### src/fsp_pkg.sv
// Shared constants and types of the flash self-programming controller.
package fsp_pkg;

	// ****************************************************************
	// Widths and flash geometry
	// ****************************************************************
	localparam int AW = 14;
	localparam int DW = 8;
	localparam int RAW = 4;
	localparam int FLASH_WORDS = 16384;
	localparam int BOOT_MIN_WORDS = 256;
	localparam int RWW_LIMIT = 14336;
	localparam int PAGE_WORDS = 64;
	localparam int PAGE_SH = $clog2(PAGE_WORDS);

	// ****************************************************************
	// Register map and fields
	// ****************************************************************
	localparam logic [RAW-1:0] REG_STATUS = 4'h0;
	localparam logic [RAW-1:0] REG_LOCK = 4'h1;
	localparam logic [RAW-1:0] REG_CTRL = 4'h2;
	localparam logic [RAW-1:0] REG_FUSE = 4'h3;
	localparam int ST_BUSY = 0;
	localparam int ST_ACTIVE = 1;
	localparam int ST_STALL = 2;
	localparam int ST_PROG_ERR = 3;
	localparam int ST_READ_ERR = 4;
	localparam int LK_APP = 0;
	localparam int LK_BOOT = 2;
	localparam int LK_WR = 0;
	localparam int LK_RD = 1;
	localparam int CT_CLR_BUSY = 0;
	localparam int CT_CLR_ERR = 1;
	localparam logic [3:0] LOCK_RESET = 4'hF;

	// ****************************************************************
	// Timing
	// ****************************************************************
	localparam int CLK_PERIOD_NS = 10;
	localparam int OP_TIME_NS = 4000;
	localparam int OP_CYCLES = (OP_TIME_NS + CLK_PERIOD_NS - 1)
		/ CLK_PERIOD_NS;
	localparam int OP_CW = 16;

	typedef enum logic {
		FSP_ERASE,
		FSP_WRITE
	} fsp_op_type;

endpackage

### src/fsp_self_prog.sv
// Self-programming controller: section checks, locks, stall and busy flag.
//
// Added by the designer: strobed register access and the address map.
`timescale 1ns/1ps
// How it works
// - Boot size fuses split flash into application and boot sections.
// - Application lock bits govern program and read access to application.
// - Store-program from the application section is rejected.
// - Programming starts only when the instruction sits in boot code.
// - From boot code any page may be targeted, locks permitting.
// - Boot lock bits govern accesses to the boot code section.
// - Both lock pairs are written and held independently.
// - A fixed boundary splits flash into concurrent and stalling regions.
// - Stall or not depends on the page programmed, not fetched.
// - Programming the concurrent region keeps stalling-region fetches.
// - Programming the stalling region halts the CPU throughout.
// - Erase and write act on whole pages; fetches ignore pages.
// - Busy flag reads one while blocked; software clears it afterwards.
module fsp_self_prog #(
	parameter int FLASH_WORDS = fsp_pkg::FLASH_WORDS,
	parameter int BOOT_MIN_WORDS = fsp_pkg::BOOT_MIN_WORDS,
	parameter int RWW_LIMIT = fsp_pkg::RWW_LIMIT
) (
	input wire logic clk_i,
	input wire logic rst_n_i,
	input wire logic [1:0] boot_size_fuses_i,
	input wire logic [fsp_pkg::RAW-1:0] reg_addr_i,
	input wire logic [fsp_pkg::DW-1:0] reg_wdata_i,
	input wire logic reg_wr_i,
	input wire logic reg_rd_i,
	output logic [fsp_pkg::DW-1:0] reg_rdata_o,
	input wire logic store_prog_req_i,
	input wire fsp_pkg::fsp_op_type store_prog_op_i,
	input wire logic [fsp_pkg::AW-1:0] store_prog_pc_i,
	input wire logic [fsp_pkg::AW-1:0] store_prog_addr_i,
	output logic store_prog_ack_o,
	output logic store_prog_reject_o,
	output logic store_prog_done_o,
	input wire logic load_req_i,
	input wire logic [fsp_pkg::AW-1:0] load_pc_i,
	input wire logic [fsp_pkg::AW-1:0] load_addr_i,
	output logic load_deny_o,
	input wire logic fetch_req_i,
	input wire logic [fsp_pkg::AW-1:0] fetch_addr_i,
	output logic fetch_grant_o,
	output logic fetch_violation_o,
	output logic flash_erase_o,
	output logic flash_write_o,
	output logic [fsp_pkg::AW-fsp_pkg::PAGE_SH-1:0] flash_page_o,
	output logic cpu_stall_o,
	output logic concurrent_region_busy_flag_o
);
	import fsp_pkg::*;

	localparam int NCLS = 5;
	localparam int C_PC = 0;
	localparam int C_TGT = 1;
	localparam int C_LDPC = 2;
	localparam int C_LDA = 3;
	localparam int C_FET = 4;
	localparam int PW = AW - PAGE_SH;

	typedef enum logic {
		FSP_IDLE,
		FSP_BUSY
	} fsp_state_type;

	// ****************************************************************
	// Address classification
	// ****************************************************************
	logic [AW-1:0] cls_addr [NCLS];
	logic [NCLS-1:0] cls_boot;
	logic [NCLS-1:0] cls_stall;

	assign cls_addr[C_PC] = store_prog_pc_i;
	assign cls_addr[C_TGT] = store_prog_addr_i;
	assign cls_addr[C_LDPC] = load_pc_i;
	assign cls_addr[C_LDA] = load_addr_i;
	assign cls_addr[C_FET] = fetch_addr_i;

	genvar gi;
	generate
		for (gi = 0; gi < NCLS; gi++) begin : g_cls
			fsp_addr_class #(
				.AW(AW),
				.FLASH_WORDS(FLASH_WORDS),
				.BOOT_MIN_WORDS(BOOT_MIN_WORDS),
				.RWW_LIMIT(RWW_LIMIT)
			) u_cls (
				.boot_size_fuses_i(boot_size_fuses_i),
				.addr_i(cls_addr[gi]),
				.in_boot_o(cls_boot[gi]),
				.in_stall_o(cls_stall[gi])
			);
		end
	endgenerate

	// ****************************************************************
	// State
	// ****************************************************************
	fsp_state_type state_q;
	fsp_state_type state_d;
	logic [3:0] lock_q;
	logic [3:0] lock_d;
	logic busy_q;
	logic busy_d;
	logic stall_q;
	logic stall_d;
	logic prog_err_q;
	logic prog_err_d;
	logic read_err_q;
	logic read_err_d;
	logic erase_q;
	logic erase_d;
	logic write_q;
	logic write_d;
	logic [PW-1:0] page_q;
	logic [PW-1:0] page_d;
	logic [DW-1:0] rdata_q;
	logic [DW-1:0] rdata_d;

	logic tgt_wr_ok;
	logic accept;
	logic timer_done;
	logic wr_lock;
	logic wr_ctrl;
	logic ld_cross;

	// ****************************************************************
	// Store-program admission
	// ****************************************************************
	always_comb begin
		// Each target section consults only its own lock pair.
		if (cls_boot[C_TGT]) begin
			tgt_wr_ok = lock_q[LK_BOOT+LK_WR];
		end else begin
			tgt_wr_ok = lock_q[LK_APP+LK_WR];
		end
		accept = store_prog_req_i && state_q == FSP_IDLE
			&& cls_boot[C_PC] && tgt_wr_ok;
	end

	assign store_prog_ack_o = accept;
	assign store_prog_reject_o = store_prog_req_i && !accept;
	assign store_prog_done_o = timer_done;

	fsp_op_timer #(
		.CW(OP_CW),
		.CYCLES(OP_CYCLES)
	) u_timer (
		.clk_i(clk_i),
		.rst_n_i(rst_n_i),
		.start_i(accept),
		.busy_o(),
		.done_o(timer_done)
	);

	// ****************************************************************
	// Reads of program memory and code fetches
	// ****************************************************************
	always_comb begin
		// Reads crossing between sections obey the target's read lock.
		ld_cross = 1'b0;
		if (cls_boot[C_LDPC] && !cls_boot[C_LDA]) begin
			ld_cross = !lock_q[LK_APP+LK_RD];
		end else if (!cls_boot[C_LDPC] && cls_boot[C_LDA]) begin
			ld_cross = !lock_q[LK_BOOT+LK_RD];
		end
		load_deny_o = load_req_i && (ld_cross
			|| (busy_q && !cls_stall[C_LDA]));
	end

	// Fetches are never checked against page boundaries, only regions.
	assign fetch_grant_o = fetch_req_i && !stall_q
		&& !(busy_q && !cls_stall[C_FET]);
	assign fetch_violation_o = fetch_req_i && busy_q
		&& !cls_stall[C_FET];

	// ****************************************************************
	// Next-state logic
	// ****************************************************************
	assign wr_lock = reg_wr_i && reg_addr_i == REG_LOCK;
	assign wr_ctrl = reg_wr_i && reg_addr_i == REG_CTRL;

	always_comb begin
		state_d = state_q;
		lock_d = lock_q;
		busy_d = busy_q;
		stall_d = stall_q;
		prog_err_d = prog_err_q;
		read_err_d = read_err_q;
		erase_d = erase_q;
		write_d = write_q;
		page_d = page_q;
		rdata_d = '0;
		unique case (state_q)
			FSP_IDLE: begin
				if (accept) begin
					state_d = FSP_BUSY;
					erase_d = store_prog_op_i == FSP_ERASE;
					write_d = store_prog_op_i == FSP_WRITE;
					page_d = store_prog_addr_i[AW-1:PAGE_SH];
					// The target page, not the fetch, picks the stall.
					stall_d = cls_stall[C_TGT];
				end
			end
			FSP_BUSY: begin
				if (timer_done) begin
					state_d = FSP_IDLE;
					erase_d = 1'b0;
					write_d = 1'b0;
					stall_d = 1'b0;
				end
			end
		endcase
		// Lock bits can only be programmed (cleared) by software.
		if (wr_lock) begin
			lock_d = lock_q & reg_wdata_i[3:0];
		end
		// A clear while an operation runs is ignored; a set wins.
		if (wr_ctrl && reg_wdata_i[CT_CLR_BUSY]
			&& state_q == FSP_IDLE) begin
			busy_d = 1'b0;
		end
		if (accept && !cls_stall[C_TGT]) begin
			busy_d = 1'b1;
		end
		if (wr_ctrl && reg_wdata_i[CT_CLR_ERR]) begin
			prog_err_d = 1'b0;
			read_err_d = 1'b0;
		end
		if (store_prog_reject_o) begin
			prog_err_d = 1'b1;
		end
		if (load_deny_o || fetch_violation_o) begin
			read_err_d = 1'b1;
		end
		if (reg_rd_i) begin
			unique case (reg_addr_i)
				REG_STATUS: begin
					rdata_d[ST_BUSY] = busy_q;
					rdata_d[ST_ACTIVE] = state_q == FSP_BUSY;
					rdata_d[ST_STALL] = stall_q;
					rdata_d[ST_PROG_ERR] = prog_err_q;
					rdata_d[ST_READ_ERR] = read_err_q;
				end
				REG_LOCK: rdata_d[3:0] = lock_q;
				REG_FUSE: rdata_d[1:0] = boot_size_fuses_i;
				default: rdata_d = '0;
			endcase
		end
	end

	// ****************************************************************
	// Registers
	// ****************************************************************
	always_ff @(posedge clk_i or negedge rst_n_i) begin
		if (!rst_n_i) begin
			state_q <= FSP_IDLE;
			lock_q <= LOCK_RESET;
			busy_q <= 1'b0;
			stall_q <= 1'b0;
			prog_err_q <= 1'b0;
			read_err_q <= 1'b0;
			erase_q <= 1'b0;
			write_q <= 1'b0;
			page_q <= '0;
			rdata_q <= '0;
		end else begin
			state_q <= state_d;
			lock_q <= lock_d;
			busy_q <= busy_d;
			stall_q <= stall_d;
			prog_err_q <= prog_err_d;
			read_err_q <= read_err_d;
			erase_q <= erase_d;
			write_q <= write_d;
			page_q <= page_d;
			rdata_q <= rdata_d;
		end
	end

	assign reg_rdata_o = rdata_q;
	assign flash_erase_o = erase_q;
	assign flash_write_o = write_q;
	assign flash_page_o = page_q;
	assign cpu_stall_o = stall_q;
	assign concurrent_region_busy_flag_o = busy_q;

	// ****************************************************************
	// Checks
	// ****************************************************************
	chk_app_no_start: assert property (
		@(posedge clk_i) disable iff (!rst_n_i)
		store_prog_req_i && !cls_boot[C_PC]
		|-> !store_prog_ack_o && store_prog_reject_o)
		else $error("Store-program from application was accepted.");

	chk_boot_start: assert property (
		@(posedge clk_i) disable iff (!rst_n_i)
		store_prog_req_i && state_q == FSP_IDLE && cls_boot[C_PC]
		&& (cls_boot[C_TGT] ? lock_q[LK_BOOT+LK_WR] : lock_q[LK_APP+LK_WR])
		|-> store_prog_ack_o)
		else $error("Legal store-program from boot was refused.");

	chk_app_lock: assert property (
		@(posedge clk_i) disable iff (!rst_n_i)
		store_prog_ack_o && !cls_boot[C_TGT]
		|-> lock_q[LK_APP+LK_WR])
		else $error("Locked application page was programmed.");

	chk_boot_lock: assert property (
		@(posedge clk_i) disable iff (!rst_n_i)
		store_prog_ack_o && cls_boot[C_TGT]
		|-> lock_q[LK_BOOT+LK_WR])
		else $error("Locked boot page was programmed.");

	chk_lock_indep: assert property (
		@(posedge clk_i) disable iff (!rst_n_i)
		wr_lock && reg_wdata_i[3:2] == 2'b11
		|=> lock_q[3:2] == $past(lock_q[3:2]))
		else $error("Boot lock changed by application lock write.");

	chk_stall_hold: assert property (
		@(posedge clk_i) disable iff (!rst_n_i)
		store_prog_ack_o && cls_stall[C_TGT]
		|=> cpu_stall_o[*8])
		else $error("CPU stall dropped during stalling-region op.");

	chk_op_length: assert property (
		@(posedge clk_i) disable iff (!rst_n_i)
		store_prog_ack_o |-> ##[400:400] store_prog_done_o)
		else $error("Page operation did not end on time.");

	chk_stall_release: assert property (
		@(posedge clk_i) disable iff (!rst_n_i)
		store_prog_done_o |=> !cpu_stall_o && state_q == FSP_IDLE)
		else $error("Stall not released after page operation.");

	chk_conc_no_stall: assert property (
		@(posedge clk_i) disable iff (!rst_n_i)
		store_prog_ack_o && !cls_stall[C_TGT]
		|=> !cpu_stall_o && concurrent_region_busy_flag_o)
		else $error("Concurrent-region op stalled or left flag low.");

	chk_page_stable: assert property (
		@(posedge clk_i) disable iff (!rst_n_i)
		state_q == FSP_BUSY && !timer_done |=> $stable(flash_page_o))
		else $error("Page address moved during an operation.");

endmodule

### src/fsp_addr_class.sv
// Classifies one flash word address into sections and fixed regions.
`timescale 1ns/1ps
module fsp_addr_class #(
	parameter int AW = fsp_pkg::AW,
	parameter int FLASH_WORDS = fsp_pkg::FLASH_WORDS,
	parameter int BOOT_MIN_WORDS = fsp_pkg::BOOT_MIN_WORDS,
	parameter int RWW_LIMIT = fsp_pkg::RWW_LIMIT
) (
	input wire logic [1:0] boot_size_fuses_i,
	input wire logic [AW-1:0] addr_i,
	output logic in_boot_o,
	output logic in_stall_o
);
	import fsp_pkg::*;

	logic [AW:0] boot_words;
	logic [AW:0] boot_start;

	// Each step down of the fuse value doubles the boot code section.
	always_comb begin
		boot_words = (AW+1)'(BOOT_MIN_WORDS) << (~boot_size_fuses_i);
		boot_start = (AW+1)'(FLASH_WORDS) - boot_words;
	end

	assign in_boot_o = {1'b0, addr_i} >= boot_start;
	assign in_stall_o = addr_i >= AW'(RWW_LIMIT);

endmodule

### src/fsp_op_timer.sv
// Down-counter that times one page erase or page write.
`timescale 1ns/1ps
module fsp_op_timer #(
	parameter int CW = fsp_pkg::OP_CW,
	parameter int CYCLES = fsp_pkg::OP_CYCLES
) (
	input wire logic clk_i,
	input wire logic rst_n_i,
	input wire logic start_i,
	output logic busy_o,
	output logic done_o
);
	import fsp_pkg::*;

	logic [CW-1:0] cnt_q;
	logic [CW-1:0] cnt_d;

	always_comb begin
		cnt_d = cnt_q;
		if (start_i) begin
			cnt_d = CW'(CYCLES);
		end else if (cnt_q != '0) begin
			cnt_d = cnt_q - 1'b1;
		end
	end

	always_ff @(posedge clk_i or negedge rst_n_i) begin
		if (!rst_n_i) begin
			cnt_q <= '0;
		end else begin
			cnt_q <= cnt_d;
		end
	end

	assign busy_o = cnt_q != '0;
	assign done_o = cnt_q == CW'(1);

endmodule

### config.mk
export PLATFORM = sky130hd
export DESIGN_NAME = fsp_self_prog
export DESIGN_NICKNAME = d
export VERILOG_FILES = /design/src/fsp_pkg.sv /design/src/fsp_self_prog.sv /design/src/fsp_addr_class.sv /design/src/fsp_op_timer.sv
export SDC_FILE = /design/constraint.sdc
export NUM_CORES = 1
export LEC_CHECK = 0
export BUFFER_PORTS_ARGS = -buffer_cell sky130_fd_sc_hd__buf_2
export CORE_UTILIZATION = 52
export DETAILED_ROUTE_END_ITERATION = 10
export GPL_TIMING_DRIVEN = 0
export PLACE_DENSITY = 0.84
export SLEW_MARGIN = 20
export SYNTH_ARGS = -nofsm -noshare
export SYNTH_HDL_FRONTEND = slang
export SYNTH_HIERARCHICAL = 1
export SYNTH_SLANG_ARGS = --single-unit
### constraint.sdc
create_clock -name clk_i -period 6.45 [get_ports clk_i]
set_input_delay 0.3225 -clock clk_i [delete_from_list [all_inputs] [get_ports clk_i]]
set_output_delay 0.3225 -clock clk_i [all_outputs]
set_load 0.03 [all_outputs]
**Word level (Yosys, flattened, before mapping)**

Cells that the tools add are included.

- Magnitude comparators: 7
- Bitwise logic cells: 4
- Shift-type cells: 1
- Muxes and demuxes: 24
- Add/sub/neg operators: 2
- Equal/unequal tests: 6
- Reductions and logical operators: 39

Operator list:

| operator | number |
|---|---|
| 14-bit by 15-bit greater-or-equal comparator with 1-bit output | 4 |
| 14-bit greater-or-equal comparator (second input constant) | 3 |
| 16-bit two-way mux | 2 |
| 1-bit logical AND | 19 |
| 16-bit by 1-bit equality test with 1-bit output (second input constant) | 1 |
| 16-bit nonzero test | 1 |
| 16-bit by 1-bit subtractor with 16-bit output (second input constant) | 1 |
| 1-bit two-way mux | 15 |
| 9-bit by 2-bit << shifter with 15-bit output (first input constant) | 1 |
| 15-bit subtractor (first input constant) | 1 |
| 1-bit zero test | 10 |
| 4-bit by 2-bit equality test with 1-bit output (second input constant) | 2 |
| 1-bit case mux with 2 select lines | 4 |
| 2-bit nonzero test | 4 |
| 2-bit case mux with 3 select lines | 1 |
| 5-bit two-way mux | 1 |
| 4-bit AND | 1 |
| 4-bit by 1-bit equality test with 1-bit output (second input constant) | 1 |
| 4-bit zero test | 1 |
| 2-bit inequality test (second input constant) | 2 |
| 2-bit case mux with 2 select lines | 1 |
| 2-bit AND reduction | 2 |
| 1-bit logical OR | 2 |
| 1-bit NOT | 2 |
| 2-bit NOT | 1 |

- Word-level logic and storage cells: 94
- Bits of input ports: 92
- Register bits after elaboration: 43

**Logic depth before layout (Yosys ltp)**

Gate-level depths: netlist (run 1).

- Depth after elaboration: 12
- Mapped depth: 15
- Mapped depth without buffers: 13

**Hierarchy**

Netlist (run 1), hierarchy kept.

By module, submodules not included:

| module | cells each | instances | seq. area each (µm²) | area each (µm²) |
|---|---|---|---|---|
| fsp_self_prog | 87 | 1 | 605.6 | 1112.3 |
| fsp_addr_class | 24 | 5 | 0.0 | 201.4 |
| fsp_op_timer | 102 | 1 | 400.4 | 952.2 |

**Worst setup path after synthesis (run 1)**

No wires, ideal clock.

- Path kind: in2reg
- Start: in boot_size_fuses_i[0]
- End: reg u_timer.cnt_q[14]
- Arrival: 2843 ps
- Required time: 6325 ps
- Buffers on the path: 2
- Setup slack: 3483 ps
- Stages on the path: 14
- Setup time: 125 ps
- Cell sequence: nand2b_1 ha_1 and2_1 ha_1 and4b_1 a41oi_1 a21oi_1 mux2i_1 or3_1 buf_6 inv_12 clkbuf_1 nor2_1 mux2_2

- Longest elaborated chain between the ends: 7
- Elaborated cells on any way between the ends: 10
- Those cells by class: add/sub (1); order compare (2); shift (1); mux (2); bitwise (1); reduce/logical (3)

RTL lines:

| element | RTL line | RTL |
|---|---|---|
| start: declaration | fsp_self_prog.sv:26 | `input wire logic [1:0] boot_size_fuses_i,` |
| 2-bit NOT (*) | - |  |
| 9-bit by 2-bit << shifter with 15-bit output (*) | fsp_addr_class.sv:21 | `boot_words = (AW+1)'(BOOT_MIN_WORDS) << (~boot_size_fuses_i);` |
| 15-bit subtractor (*) | fsp_addr_class.sv:22 | `boot_start = (AW+1)'(FLASH_WORDS) - boot_words;` |
| 14-bit by 15-bit greater-or-equal comparator with 1-bit output (*) | fsp_addr_class.sv:25 | `assign in_boot_o = {1'b0, addr_i} >= boot_start;` |
| net cls_boot[1] | fsp_self_prog.sv:72 | `logic [NCLS-1:0] cls_boot;` |
| 1-bit two-way mux (*) | fsp_self_prog.sv:134 | `if (cls_boot[C_TGT]) begin` |
| 1-bit logical AND (*) | fsp_self_prog.sv:140 | `&& cls_boot[C_PC] && tgt_wr_ok;` |
| net store_prog_ack_o | fsp_self_prog.sv:36 | `output logic store_prog_ack_o,` |
| 16-bit two-way mux or 2-bit nonzero test (tied branches) | - |  |
| end signal: assignment | fsp_op_timer.sv:31 | `cnt_q <= cnt_d;` |
| end: declaration | fsp_op_timer.sv:15 | `logic [CW-1:0] cnt_q;` |

Mark *: on every way through the listed nets, which the timed path passes. The rest lies on a longest branch.
A chain may end at the register's enable or synchronous reset.

**Worst setup path after layout (run 1)**

- Start: in boot_size_fuses_i[1]
- End: reg u_timer.cnt_q[14]

- Longest elaborated chain between the ends: 7
- Elaborated cells on any way between the ends: 10
- Those cells by class: add/sub (1); order compare (2); shift (1); mux (2); bitwise (1); reduce/logical (3)

RTL lines:

| element | RTL line |
|---|---|
| 2-bit NOT (*) | - |
| 9-bit by 2-bit << shifter with 15-bit output (*) | fsp_addr_class.sv:21 |
| 15-bit subtractor (*) | fsp_addr_class.sv:22 |
| 14-bit by 15-bit greater-or-equal comparator with 1-bit output (*) | fsp_addr_class.sv:25 |
| net cls_boot[1] | fsp_self_prog.sv:72 |
| 1-bit two-way mux (*) | fsp_self_prog.sv:134 |
| 1-bit logical AND (*) | fsp_self_prog.sv:140 |
| 16-bit two-way mux or 2-bit nonzero test (tied branches) | - |

Marked as above.

==> results of run 1 <==
==> registers in the layout, indices dropped and copies added (netlist names) <==
register / cells
concurrent_region_busy_flag_o: 1
cpu_stall_o: 1
flash_erase_o: 1
flash_page_o: 8
flash_write_o: 1
lock_q: 4
prog_err_q: 1
read_err_q: 1
reg_rdata_o: 5
state_q: 1
u_timer/cnt_q: 16
==> where the power goes <==
part	leakage, nW	switching [mW]	total (mW)	internal (mW)
registers	0.488	0.000462	0.252	0.252
logic	1.26	0.0486	0.0936	0.0450
clock network	0.0510	0.0842	0.169	0.0853
==> metal layers <==
layer / share of wire / vias to the layer above / track usage
li1: - / 1249 / -
met1: 0.44 / 1171 / 0.285
met2: 0.49 / 77 / 0.414
met3: 0.052 / 15 / 0.0503
met4: 0.018 / 0 / 0.0692
met5: 0 / - / 0
==> worst paths after layout <==
| path | end | slack [ns] | cells after the start |
|---|---|---|---|
| worst max-delay path | u_timer/cnt_q[14] | 3.25 | 15 |
| worst min-delay path | u_timer/cnt_q[0] | 0.14 | 1 |
| worst max register to register | u_timer/cnt_q[15] | 4.27 | 7 |
| worst min register to register | lock_q[0] | 0.47 | 1 |
| max in group asynchronous | flash_page_o[3] | 5.75 | 1 |
| min in group clk_i | flash_erase_o | 0.22 | 2 |
==> worst max-delay path: stages <==
cell	delay, ns
sky130_fd_sc_hd__buf_2	0.24
sky130_fd_sc_hd__nand2_1	0.12
sky130_fd_sc_hd__ha_1	0.18
sky130_fd_sc_hd__and2_1	0.17
sky130_fd_sc_hd__ha_1	0.26
sky130_fd_sc_hd__and4b_1	0.20
sky130_fd_sc_hd__a41oi_1	0.23
sky130_fd_sc_hd__a21oi_1	0.13
sky130_fd_sc_hd__mux2i_1	0.13
sky130_fd_sc_hd__or3_1	0.36
sky130_fd_sc_hd__buf_6	0.16
sky130_fd_sc_hd__inv_12	0.10
sky130_fd_sc_hd__clkbuf_1	0.39
sky130_fd_sc_hd__nor2_1	0.09
sky130_fd_sc_hd__mux2_2	0.27
==> metrics by stage <==
step                      hold slack [ns]   util  instances  area (um^2)
after global routing                0.219  0.681        462         3540
after CTS                           0.164  0.681        462         3540
after global placement              0.455  0.663        454         3450
final                               0.141  0.681        462         3540
after floorplan                    0.0269      -        286         2870
after detailed placement            0.462  0.663        454         3450
==> cell type report <==
| type | count | area, um^2 | share of cell area |
|---|---|---|---|
| clock inverter | 2 | 10.0 | 0.00283 |
| inverter | 11 | 53.8 | 0.0152 |
| buffer | 9 | 57.6 | 0.0162 |
| timing repair buffer | 98 | 490 | 0.138 |
| tap | 70 | 87.6 | 0.0247 |
| sequential | 40 | 1010 | 0.284 |
| multi-input combinational | 226 | 1750 | 0.495 |
| clock buffer | 6 | 82.6 | 0.0233 |
==> layout by cell type, fill, tap and decap left out, types with 6 or more instances in the layout <==
cell type                  count
sky130_fd_sc_hd__o21ai_0       7
sky130_fd_sc_hd__clkbuf_8      6
sky130_fd_sc_hd__nor3b_1       6
sky130_fd_sc_hd__mux2_4        8
sky130_fd_sc_hd__mux2_2        9
sky130_fd_sc_hd__and2_1        6
sky130_fd_sc_hd__dfrtp_1      36
sky130_fd_sc_hd__mux2i_1       6
sky130_fd_sc_hd__ha_1         26
sky130_fd_sc_hd__nand2_1      15
sky130_fd_sc_hd__inv_1        10
sky130_fd_sc_hd__nor2_1       31
sky130_fd_sc_hd__nor3_1        8
sky130_fd_sc_hd__nor2b_1      10
sky130_fd_sc_hd__conb_1        7
sky130_fd_sc_hd__a21oi_1      10
sky130_fd_sc_hd__buf_2        98
==> out/results.env, run 1 <==
RESULT_OF_THE_RUN='complete, no violations'
MAXCAPVIOLATIONS=0
GRT_MAX_DEGREE=41
INITIAL_ANTENNA_VIOLATION_COUNT=0
DIE-AREA_UM2=5810
DIE_W_UM=76.2
LAYOUT.NETS=509
GRT-OVFL-TOTAL=0
FINALSETUPVIOLCOUNT=0
DRT_WL_TOTAL_UM=6330
UNREPAIRED_SETUP_ENDPOINTS_AFTER_GLOBAL_ROUTING='no'
SYNTHCELLS=284
CRITICAL_PATH.ENDPOINT_TYPE='register'
TRITONCTS.NUM_BUFFERS=5
SYNTH.CELL_AREA_UM2=2860
STARTPOINT_TYPE='input pin'
POSTCTSSETUPREPAIRBUFS=0
ROW_COUNT=26
CORE_REGION_AREA_UM2=5200
CLOCK_TREE_FROM_TRITONCTS='yes'
DETAILROUTE.VIA_COUNT=2512
TIMING.FINAL.WS_SETUP_NS=3.25
CTS.SINKS=40
PORTBUFFERS=98
CRITPATHARRIVALTIME_NS=3.38
DRC=0
CTS.ROOT.BUFFER_CELL='sky130_fd_sc_hd__clkbuf_8'
POST_ROUTE_CELLS_DRIVE_ABOVE_1_SHARE=0.390
CLK_SLEW_ON_WORST_S_H_PATHS_NS=0.08
TIMING.SETUP.CRITICAL_PATH_CLASS='input pin to register'
DRTANTENNAVIOLNETS=0
CLOCK_SKEW_NS=0.00531
CHIPHEIGHT_UM=76.2
ANTENNADIODECOUNT=0
HOLD_BUFFERS=0
P_TOTAL_uW=515
POWER.LEAKAGE_nW=1.80
SLEW_HEADROOM=0.417
WORST_HOLD_PATH_TYPE='input pin to asynchronous set/reset pin'
AREA_GROWTH_PCT=23.7
FINAL_MAX_SLEW_VIOL_COUNT=0
FINALWORSTPATHREQUIREDPERIOD_NS=3.20
TIGHTESTPINTRANSITION_NS=0.874
SYNTHESIS.AREA_PER_INSTANCE_UM2=10.1
FINAL_HOLD_VIOL_COUNT=0
CLKLATENCYLATEPIN_NS=0.29
DETAILEDROUTE.FIRSTITERATIONVIOLATIONS=179
P_PER_AREA_nW_PER_UM2=146
WORSTSETUPSTARTPOINT='boot_size_fuses_i[1]'
IR_DROP_V=0.0000970
GRT_FIRST_PASS_WIRELENGTH_UM=11100
INITIAL_CELL_DENSITY_OF_THE_CORE=0.550
AVGVIACOUNTPERCELL=5.44
FINAL.SETUP.TNS_NS=0
CRITICAL_PATH.REG2REG.STARTPOINT='u_timer/cnt_q[0]'
SYNTH.YOSYS.WARNINGS=6
IOS=118
PERIOD_SHARE=0.496
MAX_FREQ_MHz=312
GRT_PASS1_VIAS=2552
CRITPATHREQUIREDTIME_NS=6.63
ROUTEDWLPERCELL_UM=13.7
DRT_PASS1_ITERATIONS=4
DETAILEDPLACEMENTHPWL_UM=5090
GP_CONGESTION=0.832
PLACEMENT.SETUP.WORST_SLACK_NS=2.94
FINAL.FILL_COUNT=411
CRIT_FANOUT=17
LEVEL_COUNT_OF_THE_CLOCK_H_TREE=2
GRT.TOTAL_USAGE=0.235
MAX-CLOCK-PATH-BUFFERS=2
RESIZED_AFTER_CTS=0
No activity file was read; power rests on OpenSTA's default activity.
==> inputs of run 2 (changes only) <==
--- a/config.mk
+++ b/config.mk
@@ -5,11 +5,12 @@
 export SDC_FILE = /design/constraint.sdc
 export NUM_CORES = 1
 export LEC_CHECK = 0
+export ABC_AREA = 1
 export BUFFER_PORTS_ARGS = -buffer_cell sky130_fd_sc_hd__buf_2
-export CORE_UTILIZATION = 52
+export CORE_UTILIZATION = 51
 export DETAILED_ROUTE_END_ITERATION = 10
 export GPL_TIMING_DRIVEN = 0
-export PLACE_DENSITY = 0.84
+export PLACE_DENSITY = 0.81
 export SLEW_MARGIN = 20
 export SYNTH_ARGS = -nofsm -noshare
 export SYNTH_HDL_FRONTEND = slang
==> constraint.sdc (replaced) <==
create_clock -name clk_i -period 3.1 [get_ports clk_i]
set_input_delay 0.155 -clock clk_i [delete_from_list [all_inputs] [get_ports clk_i]]
set_output_delay 0.155 -clock clk_i [all_outputs]
set_load 0.03 [all_outputs]
==> out/results.env, run 2 <==
CLKLATENCYLATEPIN_NS=0.29  # about the same
AVGVIACOUNTPERCELL=4.81  # was 5.44
GP_CONGESTION=0.873  # was 0.832
MAX_FREQ_MHz=398
RESULT_OF_THE_RUN='finished, violations left'  # was complete, no violations
WORST_HOLD_PATH_TYPE='input pin to asynchronous set/reset pin'  # unchanged
IOS=118  # unchanged
GRT_PASS1_VIAS=2959  # was 2552
LARGEST_REGISTER='u_timer/cnt_q'  # unchanged
INITIAL_CELL_DENSITY_OF_THE_CORE=0.534  # was 0.550
REGAREA_UM2=1010  # unchanged
FINAL.SETUP.TNS_NS=0  # unchanged
TIMING.SETUP.CRITICAL_PATH_CLASS='input pin to primary output'  # was input pin to register
INTERNAL-POWER_uW=816  # was 382 uW
STARTPOINT_TYPE='input pin'  # unchanged
MOST_COMMON_LIBRARY_CELL_IN_THE_LAYOUT_IGNORING_FILL_AND_TAPS='sky130_fd_sc_hd__nand2_1'  # was sky130_fd_sc_hd__buf_2
LAYOUT.CORE_UTILIZATION=0.649  # was 0.681
GRT.TOTAL_USAGE=0.239  # was 0.235
DIE-AREA_UM2=6560  # was 5810 um^2
MAX-CLOCK-PATH-BUFFERS=2  # unchanged
VIOLATIONS='hold timing'
DRT_WL_TOTAL_UM=7210  # was 6330 um
CLOCK_TREE_FROM_TRITONCTS='yes'  # unchanged
SYNTHESIS.AREA_PER_INSTANCE_UM2=6.58  # was 10.1 um^2
CLOCK_SKEW_NS=0.00222  # was 0.00531 ns
LARGEST_REGISTER_FFS=16  # unchanged
HOLD_BUFFERS=0  # unchanged
FINAL_MAX_SLEW_VIOL_COUNT=0  # unchanged
DRTANTENNAVIOLNETS=0  # unchanged
CORE_REGION_AREA_UM2=5960  # was 5200 um^2
DRC=0  # unchanged
POWER.SHARE.SEQUENTIAL=0.475  # was 0.490
LAYOUT.NETS=709  # was 509
MAXCAPVIOLATIONS=0  # unchanged
LEVEL_COUNT_OF_THE_CLOCK_H_TREE=2  # unchanged
TRITONCTS.NUM_BUFFERS=5  # unchanged
SYNTHCELLS=483  # was 284
ROW_COUNT=28  # was 26
DRT_PASS1_ITERATIONS=4  # unchanged
CTS.ROOT.BUFFER_CELL='sky130_fd_sc_hd__clkbuf_8'  # unchanged
COMB_POWER_SHARE=0.209  # was 0.182
PERIOD_SHARE=0.810
PORTBUFFERS=99  # was 98
DIE_W_UM=81.0  # was 76.2 um
POWER.LEAKAGE_nW=2.42  # was 1.80 nW
TIGHTESTPINTRANSITION_NS=0.883  # was 0.874 ns
CRITPATHREQUIREDTIME_NS=2.94  # was 6.63 ns
FINAL_HOLD_VIOL_COUNT=36  # was 0
CTS.SINKS=40  # unchanged
CRIT_FANOUT=17  # unchanged
INITIAL_ANTENNA_VIOLATION_COUNT=0  # unchanged
IR_DROP_V=0.000257  # was 0.0000970 V
POSTCTSSETUPREPAIRBUFS=0  # unchanged
CRITPATHARRIVALTIME_NS=2.36  # was 3.38 ns
SYNTH.YOSYS.WARNINGS=6  # unchanged
CHIPHEIGHT_UM=81.0  # was 76.2 um
CLK_SLEW_ON_WORST_S_H_PATHS_NS=0.07  # was 0.08 ns
ANTENNADIODECOUNT=0  # unchanged
POST_ROUTE_CELLS_DRIVE_ABOVE_1_SHARE=0.253  # was 0.390
FINAL.FILL_COUNT=563  # was 411
P_PER_AREA_nW_PER_UM2=294  # was 146 nW/um^2
RESIZED_AFTER_CTS=0  # unchanged
GRT-OVFL-TOTAL=0  # unchanged
SYNTH.CELL_AREA_UM2=3180  # was 2860 um^2
NET_SWITCHING_POWER_FIGURE_uW=321  # was 133 uW
AREA_GROWTH_PCT=21.6  # was 23.7%
FINALSETUPVIOLCOUNT=0  # unchanged
GRT_FIRST_PASS_WIRELENGTH_UM=12200  # was 11100 um
FINALWORSTPATHREQUIREDPERIOD_NS=2.51
MOSTFREQUENTLAYOUTCELLS='sky130_fd_sc_hd__nand2_1, sky130_fd_sc_hd__buf_2, sky130_fd_sc_hd__inv_1, sky130_fd_sc_hd__nor2_1, sky130_fd_sc_hd__nand3_1'  # was sky130_fd_sc_hd__buf_2, sky130_fd_sc_hd__dfrtp_1, sky130_fd_sc_hd__nor2_1, sky130_fd_sc_hd__ha_1, sky130_fd_sc_hd__nand2_1
SLEW_HEADROOM=0.411  # was 0.417
DETAILEDPLACEMENTHPWL_UM=5760  # was 5090 um
FINAL.HOLD.WORST_SLACK_NS=-0.0224  # was 0.141 ns
UNREPAIRED_SETUP_ENDPOINTS_AFTER_GLOBAL_ROUTING='no'  # unchanged
DETAILEDROUTE.FIRSTITERATIONVIOLATIONS=146  # was 179
GRT_MAX_DEGREE=41  # unchanged
DETAILROUTE.VIA_COUNT=3206  # was 2512
FF2FF_PATH_DEPTH=8  # was 7
POWER.SWITCHING_FRACTION=0.282  # was 0.258
ROUTEDWLPERCELL_UM=10.8  # was 13.7 um
MULTIINPUTGATEAREA_UM2=1800  # was 1750 um^2
CRITICAL_PATH.ENDPOINT_TYPE='primary output'  # was register
CLOCK_POWER_SHARE=0.317  # was 0.329
-- run 2: changes by cell type in the layout (fill, tap and decap cells not counted), sizes merged, moves of 10 or more --
cell	before	now
nand2	15	164
mux2	17	0
nand3	3	42
inv	11	86
nor2b	10	0
nor2	31	80
-- run 2: worst paths after layout --
check / from / end / slack, ns
max in group asynchronous: rst_n_i / flash_page_o[5] / 2.58
hold / removal: rst_n_i / reg_rdata_o[3] / -0.02
setup / recovery: boot_size_fuses_i[1] / store_prog_reject_o / 0.59
min in group clk_i: reg_wdata_i[3] / lock_q[3] / 0.05
hold reg to reg: flash_page_o[4] / flash_page_o[4] / 0.48
setup reg to reg: u_timer/cnt_q[14] / cpu_stall_o / 1.25
-- run 2: worst max-delay path, stage by stage --
cell	delay, ns
sky130_fd_sc_hd__buf_2	0.30
sky130_fd_sc_hd__nand2_1	0.14
sky130_fd_sc_hd__ha_1	0.29
sky130_fd_sc_hd__inv_1	0.04
sky130_fd_sc_hd__ha_1	0.29
sky130_fd_sc_hd__nand2_1	0.07
sky130_fd_sc_hd__inv_1	0.03
sky130_fd_sc_hd__nand2_1	0.04
sky130_fd_sc_hd__nand2_1	0.05
sky130_fd_sc_hd__nand2_1	0.05
sky130_fd_sc_hd__nand3_1	0.12
sky130_fd_sc_hd__o21ai_2	0.20
sky130_fd_sc_hd__nand2_2	0.10
sky130_fd_sc_hd__inv_2	0.07
sky130_fd_sc_hd__buf_6	0.16
sky130_fd_sc_hd__nor2_1	0.05
sky130_fd_sc_hd__buf_2	0.18
-- run 2: area by class of cell --
type | instances | area share
multi-input combinational | 352 | 0.467
buffer | 6 | 0.0120
tap | 75 | 0.0243
inverter | 87 | 0.0857
clock buffer | 8 | 0.0233
sequential | 40 | 0.260
timing repair buffer | 99 | 0.128
-- run 2: power by group through the flow --
| stage | logic (mW) | clock network [mW] | registers [mW] |
|---|---|---|---|
| after floorplan | 0.136 | 0 | 0.552 |
| after global placement | 0.226 | 0 | 0.549 |
| after detailed placement | 0.238 | 0 | 0.550 |
| after CTS | 0.239 | 0.369 | 0.540 |
| after global routing | 0.275 | 0.392 | 0.542 |
| final | 0.237 | 0.360 | 0.540 |
-- run 2: layer usage --
metal / part of all wire / GRT usage / vias to the layer above
met5: 0 / 0 / -
li1: - / - / 1683
met3: 0.050 / 0.0461 / 15
met4: 0.019 / 0.0857 / 0
met1: 0.45 / 0.299 / 1420
met2: 0.48 / 0.408 / 88
-- run 2: per-stage QoR --
| stage | area, um^2 | power, mW | cells | worst slack, ns |
|---|---|---|---|---|
| after detailed placement | 3780 | 0.788 | 659 | 0.281 |
| after global placement | 3780 | 0.776 | 659 | 0.370 |
| final | 3870 | 1.14 | 667 | 0.590 |
| after global routing | 3870 | 1.21 | 667 | 0.302 |
| after floorplan | 3190 | 0.688 | 485 | 0.724 |
| after CTS | 3870 | 1.15 | 667 | 0.566 |
